## config.mk

```make
export PLATFORM = sky130hd
export DESIGN_NAME = pmc_power_mode_control
export DESIGN_NICKNAME = d
export VERILOG_FILES = /design/src/pmc_pkg.sv /design/src/pmc_power_mode_control.sv /design/src/pmc_sync2.sv
export SDC_FILE = /design/constraint.sdc
export NUM_CORES = 1
export LEC_CHECK = 0
export ABC_AREA = 0
export BUFFER_PORTS_ARGS = -buffer_cell sky130_fd_sc_hd__buf_4
export CAP_MARGIN = 10
export CORE_ASPECT_RATIO = 0.5
export CORE_UTILIZATION = 42
export DETAILED_ROUTE_END_ITERATION = 7
export PLACE_DENSITY = 0.79
export REMOVE_ABC_BUFFERS = 1
export SYNTH_ARGS = -nofsm -noshare
export SYNTH_HDL_FRONTEND = slang
export SYNTH_SLANG_ARGS = --single-unit
```

## constraint.sdc

```tcl
create_clock -name clk_sys_i -period 1.68 [get_ports clk_sys_i]
set_input_delay 0.252 -clock clk_sys_i [delete_from_list [all_inputs] [get_ports clk_sys_i]]
set_output_delay 0.252 -clock clk_sys_i [all_outputs]
set_load 0.02 [all_outputs]
```

## src/pmc_pkg.sv

```systemverilog
/*
 power mode control package: register offsets, field positions, reset values,
 power mode enumeration and timing constants.
 assumes a 250 MHz system clock and a 32-bit classic wishbone register bus.
*/
package pmc_pkg;
  localparam int unsigned CLK_MHZ          = 250;
  localparam int unsigned ADDR_W           = 8;
  localparam int unsigned DATA_W           = 32;
  localparam int unsigned REG_W            = 8;
  // register offsets are word indices; the byte address is four times the index
  localparam logic [ADDR_W-1:0] SCALE_IDX  = 8'hb6;
  localparam logic [ADDR_W-1:0] PCTRL_IDX  = 8'h87;
  localparam logic [ADDR_W-1:0] PMCFG_IDX  = 8'hb3;
  localparam logic [ADDR_W-1:0] STAT_IDX   = 8'hb4;
  localparam int unsigned IDLE_BIT         = 0;
  localparam int unsigned STOP_BIT         = 1;
  localparam int unsigned BYPASS_BIT       = 6;
  localparam int unsigned SUSP_BIT         = 6;
  localparam int unsigned SLEEP_BIT        = 7;
  localparam logic [REG_W-1:0] PCTRL_MASK  = 8'h03;
  localparam logic [REG_W-1:0] SCALE_MASK  = 8'h40;
  localparam logic [REG_W-1:0] PMCFG_MASK  = 8'hc0;
  localparam logic [REG_W-1:0] RESET_VAL   = 8'h00;
  localparam logic [15:0]      RESET_VECTOR = 16'h0000;
  // flash one-shot read pulse length in ns
  localparam int unsigned ONESHOT_NS       = 40;
  localparam int unsigned ONESHOT_CYC      = (ONESHOT_NS * CLK_MHZ + 999) / 1000;
  localparam int unsigned OS_CNT_W         = 4;
  localparam logic [OS_CNT_W-1:0] OS_CNT_LD = OS_CNT_W'(ONESHOT_CYC);
  // wake-up source index in the wake vector
  localparam int unsigned WK_RTC           = 0;
  localparam int unsigned WK_PORT          = 1;
  localparam int unsigned WK_CMP0          = 2;
  localparam int unsigned WK_RSTPIN        = 3;
  localparam int unsigned WK_N             = 4;

  typedef enum logic [2:0] {
    PMC_NORMAL,
    PMC_IDLE,
    PMC_STOP,
    PMC_SUSPEND,
    PMC_SLEEP
  } pmc_mode_e;
endpackage : pmc_pkg

```

## src/pmc_power_mode_control.sv

```systemverilog
/*
 power mode controller: selects normal, idle, stop, suspend and sleep, gates the
 processor clock, system clock and core supply, and holds the flash scale register.
 assumes a classic wishbone master, an interrupt controller that reports an
 enabled pending interrupt, a processor that flags instruction completion, and
 a reset generator that reports any reset, including the watchdog one.
*/
// What this block does
// RQ1: five power modes, entry and wake handled
// RQ2: idle bit halts fetch after instruction ends
// RQ3: idle keeps state, peripherals keep running
// RQ4: idle ends only on interrupt or reset
// RQ5: interrupt wake clears idle bit in hardware
// RQ6: wake services interrupt, resumes next instruction
// RQ7: reset wake restarts from address zero
// RQ8: enabled watchdog reset ends idle
// RQ9: software may disable watchdog before idle
// RQ10: software should enable one-shot before idle
// RQ11: bypass zero, one-shot times flash read
// RQ12: bypass one, system clock times flash read
// RQ13: reserved scale bits written zero, read zero
// RQ14: stop halts code, oscillator, reset wakes
// RQ15: suspend gates clock, listed sources wake
// RQ16: sleep gates supply, same wake sources
// RQ17: stop bit enters stop after instruction
// RQ18: suspend bit gates clock, stops oscillators
// RQ19: idle gates cpu clock, peripherals still clocked
// RQ20: normal mode gates nothing
`timescale 1ns/10ps
`default_nettype none
module pmc_power_mode_control
  import pmc_pkg::*;
(
  input  wire logic              clk_sys_i,
  input  wire logic              rst_b_i,
  // classic wishbone slave
  input  wire logic              cyc_i,
  input  wire logic              stb_i,
  input  wire logic              we_i,
  input  wire logic [ADDR_W+1:0] adr_i,
  input  wire logic [3:0]        sel_i,
  input  wire logic [DATA_W-1:0] dat_i,
  output var  logic [DATA_W-1:0] dat_o,
  output logic                   ack_o,
  output logic                   err_o,
  // processor and system side
  input  wire logic              instr_done_i,
  input  wire logic              irq_pending_i,
  input  wire logic              any_reset_i,
  input  wire logic [WK_N-1:0]   wake_src_i,
  input  wire logic              flash_rd_start_i,
  output var  logic              cpu_clk_en_o,
  output var  logic              periph_clk_en_o,
  output var  logic              sys_clk_en_o,
  output var  logic              precision_osc_en_o,
  output var  logic              int_osc_en_o,
  output var  logic              core_supply_en_o,
  output var  logic              rtc_osc_en_o,
  output var  logic              restart_o,
  output var  logic [15:0]       restart_addr_o,
  output var  logic              wake_irq_o,
  output var  logic              flash_rd_active_o,
  output var  logic [2:0]        mode_o
);

  pmc_mode_e               mode;
  pmc_mode_e               next_mode;
  pmc_mode_e               mode_d;
  logic [REG_W-1:0]        pctrl;
  logic [REG_W-1:0]        scale_reg;
  logic [REG_W-1:0]        pmcfg;
  logic [WK_N-1:0]         wake_flags;
  logic [WK_N-1:0]         next_wake_flags;
  logic [WK_N-1:0]         wake_sync;
  logic                    ack_q;
  logic [OS_CNT_W-1:0]     os_cnt;
  logic [OS_CNT_W-1:0]     next_os_cnt;
  logic                    rst_seen;

  // external wake sources are asynchronous pins or other-domain events
  pmc_sync2 #(
    .W (WK_N)
  ) u_wake_sync (
    .clk_sys_i (clk_sys_i),
    .rst_b_i   (rst_b_i),
    .async_i   (wake_src_i),
    .sync_o    (wake_sync)
  );

  // any reset source puts the mode and the mode selects back to reset state
  wire                    soft_rst  = !rst_b_i || any_reset_i;

  // views of the mode register
  wire                    in_idle   = mode == PMC_IDLE;
  wire                    in_susp   = mode == PMC_SUSPEND;
  wire                    in_sleep  = mode == PMC_SLEEP;
  wire                    in_lp     = in_susp | in_sleep;

  // bus decode
  wire                    req       = cyc_i & stb_i;
  wire [ADDR_W-1:0]       idx       = adr_i[ADDR_W+1:2];
  wire                    hit_pctrl = idx == PCTRL_IDX;
  wire                    hit_scale = idx == SCALE_IDX;
  wire                    hit_pmcfg = idx == PMCFG_IDX;
  wire                    hit_stat  = idx == STAT_IDX;
  wire                    hit_any   = hit_pctrl | hit_scale | hit_pmcfg | hit_stat;
  // a held request is taken once: nothing is stored while the answer is out
  wire                    wr_lane   = req & we_i & sel_i[0] & ~ack_q;
  wire                    wr_pctrl  = wr_lane & hit_pctrl;
  wire                    wr_scale  = wr_lane & hit_scale;
  wire                    wr_pmcfg  = wr_lane & hit_pmcfg;
  wire                    wr_stat   = wr_lane & hit_stat;
  wire [REG_W-1:0]        wdat      = dat_i[REG_W-1:0];

  // unused and reserved bits are dropped on write, so they always read zero
  wire [REG_W-1:0]        sw_pctrl  = wdat & PCTRL_MASK;
  wire [REG_W-1:0]        sw_pmcfg  = wdat & PMCFG_MASK;
  // RQ13: reserved bits forced zero
  wire [REG_W-1:0]        sw_scale  = wdat & SCALE_MASK;

  // mode request decode
  wire                    idle_req  = pctrl[IDLE_BIT];
  wire                    stop_req  = pctrl[STOP_BIT];
  wire                    susp_req  = pmcfg[SUSP_BIT];
  wire                    sleep_req = pmcfg[SLEEP_BIT];
  wire                    wake_lp   = |wake_sync;
  // stop outranks idle when software sets both in one write
  wire                    enter_stop = instr_done_i & stop_req;
  wire                    enter_idle = instr_done_i & idle_req & ~stop_req;

  // read path; unmapped indices read zero and are answered with err
  wire [REG_W-1:0]        stat_word = {wake_flags, 1'b0, mode};
  wire [REG_W-1:0]        rd_mux    =
      hit_pctrl ? pctrl :
      hit_scale ? scale_reg :
      hit_pmcfg ? pmcfg :
      hit_stat  ? stat_word : RESET_VAL;
  wire                    next_ack  = req & hit_any & ~ack_q;
  wire                    next_err  = req & ~hit_any & ~ack_q & ~err_o;
  wire [DATA_W-1:0]       next_dat  = {{(DATA_W-REG_W){1'b0}}, rd_mux};

  // answer one cycle after the request
  always_ff @(posedge clk_sys_i) begin
    if (!rst_b_i) begin
      ack_q <= 1'b0;
    end else begin
      ack_q <= next_ack;
    end
  end
  assign ack_o = ack_q;

  // err stands one cycle and is never followed at once by a second err; an ack may follow it
  always_ff @(posedge clk_sys_i) begin
    if (!rst_b_i) begin
      err_o <= 1'b0;
    end else begin
      err_o <= next_err;
    end
  end

  // read data is registered with ack, so the master takes it at the ack edge
  always_ff @(posedge clk_sys_i) begin
    if (!rst_b_i) begin
      dat_o <= '0;
    end else begin
      dat_o <= next_dat;
    end
  end

  // mode sequencing
  always_comb begin
    next_mode = mode;
    unique case (mode)
      PMC_NORMAL: begin
        // RQ2: idle after instruction completes
        // RQ17: stop after instruction completes
        if (enter_stop)                     next_mode = PMC_STOP;
        else if (enter_idle)                next_mode = PMC_IDLE;
        // RQ18: suspend select gates clock
        // RQ16: sleep select gates supply
        else if (sleep_req)                 next_mode = PMC_SLEEP;
        else if (susp_req)                  next_mode = PMC_SUSPEND;
      end
      PMC_IDLE: begin
        // RQ4: only interrupt or reset ends idle
        if (irq_pending_i)                  next_mode = PMC_NORMAL;
      end
      PMC_STOP: begin
        // RQ14: nothing but reset leaves stop
        next_mode = PMC_STOP;
      end
      PMC_SUSPEND, PMC_SLEEP: begin
        // RQ15: listed sources wake suspend
        if (wake_lp)                        next_mode = PMC_NORMAL;
      end
      default:                              next_mode = PMC_NORMAL;
    endcase
  end

  // RQ7: reset returns to normal
  // RQ8: watchdog reset arrives here
  assign mode_d = soft_rst ? PMC_NORMAL : next_mode;

  // limitation: interrupts are ignored in stop; software must rely on a reset
  always_ff @(posedge clk_sys_i) begin
    mode <= mode_d;
  end

  // hardware clears of the mode bits win over a software write in one cycle
  wire                    idle_hw_clr = in_idle & irq_pending_i;
  wire                    lp_hw_clr   = in_lp & wake_lp;

  always_ff @(posedge clk_sys_i) begin
    if (soft_rst) begin
      pctrl <= RESET_VAL;
    end else if (idle_hw_clr) begin
      // RQ5: interrupt clears idle bit
      pctrl[IDLE_BIT] <= 1'b0;
    end else if (wr_pctrl) begin
      pctrl <= sw_pctrl;
    end
  end

  always_ff @(posedge clk_sys_i) begin
    if (soft_rst) begin
      pmcfg <= RESET_VAL;
    end else if (lp_hw_clr) begin
      pmcfg[SUSP_BIT]  <= 1'b0;
      pmcfg[SLEEP_BIT] <= 1'b0;
    end else if (wr_pmcfg) begin
      pmcfg <= sw_pmcfg;
    end
  end

  // the scale register survives internal resets; only the reset pin clears it
  always_ff @(posedge clk_sys_i) begin
    if (!rst_b_i) begin
      scale_reg <= RESET_VAL;
    end else if (wr_scale) begin
      scale_reg <= sw_scale;
    end
  end

  // sticky wake source flags: a new wake wins over a software clear
  // flags survive internal resets so software can still see why it woke
  wire [WK_N-1:0]         flag_clr  = wr_stat ? wdat[REG_W-1:REG_W-WK_N] : '0;
  // RQ15: listed sources record a flag
  wire [WK_N-1:0]         flag_set  = in_lp ? wake_sync : '0;
  assign next_wake_flags = (wake_flags & ~flag_clr) | flag_set;
  always_ff @(posedge clk_sys_i) begin
    if (!rst_b_i) begin
      wake_flags <= '0;
    end else begin
      wake_flags <= next_wake_flags;
    end
  end

  // flash read timing
  // limitation: a start while the one-shot runs restarts the pulse
  wire                    bypass    = scale_reg[BYPASS_BIT];
  wire                    os_busy   = os_cnt != '0;
  wire                    os_load   = flash_rd_start_i & ~bypass;
  // RQ11: one-shot sets read time
  assign next_os_cnt = os_load ? OS_CNT_LD : (os_busy ? os_cnt - 1'b1 : os_cnt);
  always_ff @(posedge clk_sys_i) begin
    if (!rst_b_i) begin
      os_cnt <= '0;
    end else begin
      os_cnt <= next_os_cnt;
    end
  end
  // RQ12: bypass follows the system clock
  assign flash_rd_active_o = bypass ? flash_rd_start_i : os_busy;

  // reset restart strobe: one cycle after a reset ends; the seen flag starts
  // set so that the release of the reset pin restarts the processor as well
  wire                    reset_ended = rst_seen & ~any_reset_i;
  always_ff @(posedge clk_sys_i) begin
    if (!rst_b_i) begin
      rst_seen <= 1'b1;
    end else begin
      rst_seen <= any_reset_i;
    end
  end

  always_ff @(posedge clk_sys_i) begin
    if (!rst_b_i) begin
      restart_o <= 1'b0;
    end else begin
      restart_o <= reset_ended;
    end
  end
  // RQ7: restart from address zero
  assign restart_addr_o = RESET_VECTOR;

  // RQ6: interrupt wake, cpu resumes next instruction
  assign wake_irq_o = in_idle & irq_pending_i;

  // clock and supply controls come from flip-flops, rtc_osc_en_o is tied high, so the gates see no glitch;
  // they are loaded from the next mode, so they change together with mode
  // RQ19: idle gates only the cpu clock
  // RQ3: peripherals and state retained in idle
  // RQ20: normal gates nothing
  wire                    next_cpu_clk_en = mode_d == PMC_NORMAL;
  wire                    next_periph_en  = mode_d == PMC_NORMAL || mode_d == PMC_IDLE;
  // RQ15: suspend gates system clock
  wire                    next_sys_clk_en = mode_d != PMC_SUSPEND && mode_d != PMC_SLEEP;
  // RQ16: sleep gates supply, keeps rtc
  wire                    next_supply_en  = mode_d != PMC_SLEEP;

  always_ff @(posedge clk_sys_i) begin
    if (!rst_b_i) begin
      cpu_clk_en_o    <= 1'b1;
      periph_clk_en_o <= 1'b1;
      sys_clk_en_o    <= 1'b1;
    end else begin
      cpu_clk_en_o    <= next_cpu_clk_en;
      periph_clk_en_o <= next_periph_en;
      sys_clk_en_o    <= next_sys_clk_en;
    end
  end

  always_ff @(posedge clk_sys_i) begin
    if (!rst_b_i) begin
      precision_osc_en_o <= 1'b1;
      int_osc_en_o       <= 1'b1;
    end else begin
      // RQ14: stop disables precision oscillator
      precision_osc_en_o <= next_periph_en;
      // RQ18: internal oscillators off in suspend
      int_osc_en_o       <= next_sys_clk_en;
    end
  end

  always_ff @(posedge clk_sys_i) begin
    if (!rst_b_i) begin
      core_supply_en_o <= 1'b1;
    end else begin
      core_supply_en_o <= next_supply_en;
    end
  end
  assign rtc_osc_en_o       = 1'b1;
  // RQ1: current mode visible
  assign mode_o             = mode;

endmodule : pmc_power_mode_control
`default_nettype wire

```

## src/pmc_sync2.sv

```systemverilog
/*
 two flip-flop synchroniser for W levels from outside the clock domain.
 assumes one system clock and synchronous active-low reset.
*/
`timescale 1ns/10ps
`default_nettype none
module pmc_sync2 #(
  parameter int unsigned W = 1
) (
  input  wire logic         clk_sys_i,
  input  wire logic         rst_b_i,
  input  wire logic [W-1:0] async_i,
  output var  logic [W-1:0] sync_o
);
  logic [W-1:0] meta;

  always_ff @(posedge clk_sys_i) begin
    if (!rst_b_i) begin
      meta   <= '0;
      sync_o <= '0;
    end else begin
      meta   <= async_i;
      sync_o <= meta;
    end
  end
endmodule : pmc_sync2
`default_nettype wire

```

==> flow_summary_export.csv <==
group,metric,value,unit
outcome,outcome,"finished, final reports clean",
critical_path,cpMaxStageDelayCell,"dfxtp_1",
worst_hold_path,hold_depth,2,
finish,final_cell_area,2310,µm²
timing,rsz0062_at_grt,"no",
synth,seq_area_frac_synth,40.9,%
worst_hold_path,worstHoldEndpoint,"u_wake_sync.meta[1]",
clocking,clk_pin_slew_worst_paths,0.07,ns
finish,fillers,349,
clocking,tritoncts.num_buffers,5,
timing,post-route-min-period,1.52,ns
placement,dpl_cell_area,2220,µm²
pwr,ir_worst_vdd,0.000438,V
pwr,p_total,1.80,mW
synth,avgSynthCellArea,8.84,µm²
worst_hold_path,hold_class,"in2reg",
synth,syn_inst,216,
drt,wire_per_inst,11.4,µm
clocking,hold_buffers,0,
clocking,ctsLongestPathBuffers,2,
critical_path,path_common_cell,"buf_4",
critical_path,crit_arrival,1.27,ns
timing,hold_viol_final,0,
critical_path,cp_top_family,"simple AND/OR/NAND/NOR gates",
timing,finalClockSkew,0.00279,ns
finish,synthToLayoutAreaGrowth,20.8,%
finish,drive_gt1_share,27.5,%
drt,drtPass1Iterations,6,
timing,fin_crit_sh,90.7,%
synth,yosysTopAreaCell,"dfxtp_1",
clocking,cts_resized,0,
die,die_area,4840,µm²
die,start_util,46.3,%
run,maxCapViolCount,0,
finish,diodes,0,
synth,synth_seq_cells,39,
die,pin_count,122,
die,rows,16,
critical_path,r2r-start,"mode_o[0]",
die,core_area,4120,µm²
drt,drt-vias-per-instance,4.91,
critical_path,cp-end-kind,"output port",
pwr,power_leakage,1.03,nW
finish,largest-register,"dat_o",
critical_path,r2r-end,"int_osc_en_o",
placement,post-dp-hpwl,2930,µm
critical_path,critPathMaxFanout,7,
timing,holdWs,0.170,ns
clocking,clkLatencyLatePin,0.28,ns
finish,finish.utilization,55.9,%
synth,netlist_area,1910,µm²
finish,stdcell_count,330,
critical_path,worstPathCellList,"buf_4 -> nor2_1 -> and3_1 -> buf_4",
placement,gp_congestion,0.788,
critical_path,slowest_delay,0.31,ns
synth,synth_edf_count,0,
pwr,p_per_area,781,nW/µm²
drt,drc,0,
timing,drv_slew,0,
global_routing,overflow,0,
critical_path,startpoint_type,"flop",
synth,yosysUniqueCellTypes,46,
finish,largest_reg_flops,7,
die,fp.dieW,97.4,µm
global_routing,grt.total_usage,15.5,%
finish,most-common-layout-cells,"buf_4, conb_1, dfxtp_1",
global_routing,grt_first_pass_wirelength,6000,µm
synth,synth_warnings,0,
clocking,cts-root-buf,"clkbuf_8",
drt,vias,1620,
synth,synth_ff_type,"dfxtp_1",
timing,finalSetupViolations,0,
timing,fmax,656,MHz
synth,synth_top_cell_area_share,40.9,%
global_routing,antenna_found_initial,0,
placement,dp.cells,322,
global_routing,grt_pass1_vias,1396,
critical_path,r2r_setup_slack,0.18,ns
clocking,cts_tree,"built",
critical_path,crit_type,"reg2out",
clocking,clock_sinks,39,
finish,final_common_cell,"buf_4",
drt,drt_wl_total,3750,µm
drt,postRouteAntennaNets,0,
die,die_h,49.7,µm
critical_path,reg2regPathDepth,4,
finish,nets,334,
critical_path,crit_buf_inv,2,
synth,async_reset_ff_share,0,%
placement,port-buffer-count,48,
clocking,post_cts_buffers,0,
drt,drt_iter0_markers,73,
global_routing,grt_max_degree,20,
critical_path,crit_required,1.43,ns
clocking,h-tree-depth,2,
synth,ys_top_cells_by_area,"dfxtp_1, buf_4, and2_1",
worst_hold_path,hold_start,"wake_src_i[1]",
==> per-stage QoR <==
| stage | worst slack [ns] | TNS (ns) |
|---|---|---|
| 6_report | 0.156 | 0 |
| 5_1_grt | 0.0900 | 0 |
| 4_1_cts | 0.156 | 0 |
| 3_5_place_dp | -0.000801 | -0.000801 |
| 3_3_place_gp | -0.0193 | -0.0442 |
| 2_1_floorplan | 0.175 | 0 |
==> metal layers <==
layer	up-vias	track usage (%)	part of all wire [%]
li1	782	-	-
met1	735	18.5	42
met2	97	27.3	47
met3	6	4.82	10
met4	0	4.41	0.91
met5	-	0	0
==> final cells by class <==
type / instances / area (µm²) / share of cell area [%]
repair buffers: 59 / 443 / 19.2
well taps: 54 / 67.6 / 2.93
multi-input cells: 162 / 900 / 39.0
clock inverters: 2 / 12.5 / 0.543
flip-flops and latches: 39 / 781 / 33.9
clock buffers: 6 / 72.6 / 3.15
inverters: 8 / 30.0 / 1.30
==> Yosys cell counts (2+ instances only) <==
| cell | count |
|---|---|
| nand2_1 | 12 |
| nor3_1 | 8 |
| nor2b_1 | 2 |
| and3b_1 | 2 |
| o31ai_1 | 2 |
| a21oi_1 | 12 |
| conb_1 | 2 |
| o21ai_0 | 7 |
| a32oi_1 | 3 |
| nand4_1 | 4 |
| nand3_1 | 5 |
| a22oi_1 | 3 |
| nor2_1 | 15 |
| inv_1 | 8 |
| a32o_1 | 4 |
| and2_1 | 11 |
| or3_1 | 2 |
| buf_4 | 44 |
| dfxtp_1 | 39 |
| clkbuf_1 | 2 |
| and3_2 | 3 |
| nand2b_1 | 2 |
==> power breakdown <==
| part | internal, mW | total [mW] | switching, mW |
|---|---|---|---|
| clock network | 0.290 | 0.602 | 0.312 |
| logic | 0.0860 | 0.246 | 0.160 |
| registers | 0.942 | 0.954 | 0.0113 |
| total | 1.32 | 1.80 | 0.483 |
==> kinds of logic after synthesis <==
group | after synthesis | synth area share [%]
compound gates | 40 | 14.3
buf+inv | 55 | 19.9
flops | 39 | 40.9
mux | 1 | 0.524
other cells | 2 | 0.393
simple gates | 79 | 24.1
==> worst max-delay path by stage <==
| stage | endpoint | startpoint | cells after the start | slack (ns) |
|---|---|---|---|---|
| after CTS | wake_irq_o | mode_o[2] | 4 | 0.16 |
| after global routing | wake_irq_o | mode_o[2] | 4 | 0.09 |
| after floorplan | wake_flags[0] | adr_i[5] | 4 | 0.18 |
| final | wake_irq_o | mode_o[2] | 4 | 0.16 |
| after detailed placement | wake_flags[3] | adr_i[5] | 6 | -0.0008 |
| after global placement | wake_flags[1] | adr_i[5] | 6 | -0.02 |
Power figures use the tool's default switching activity.
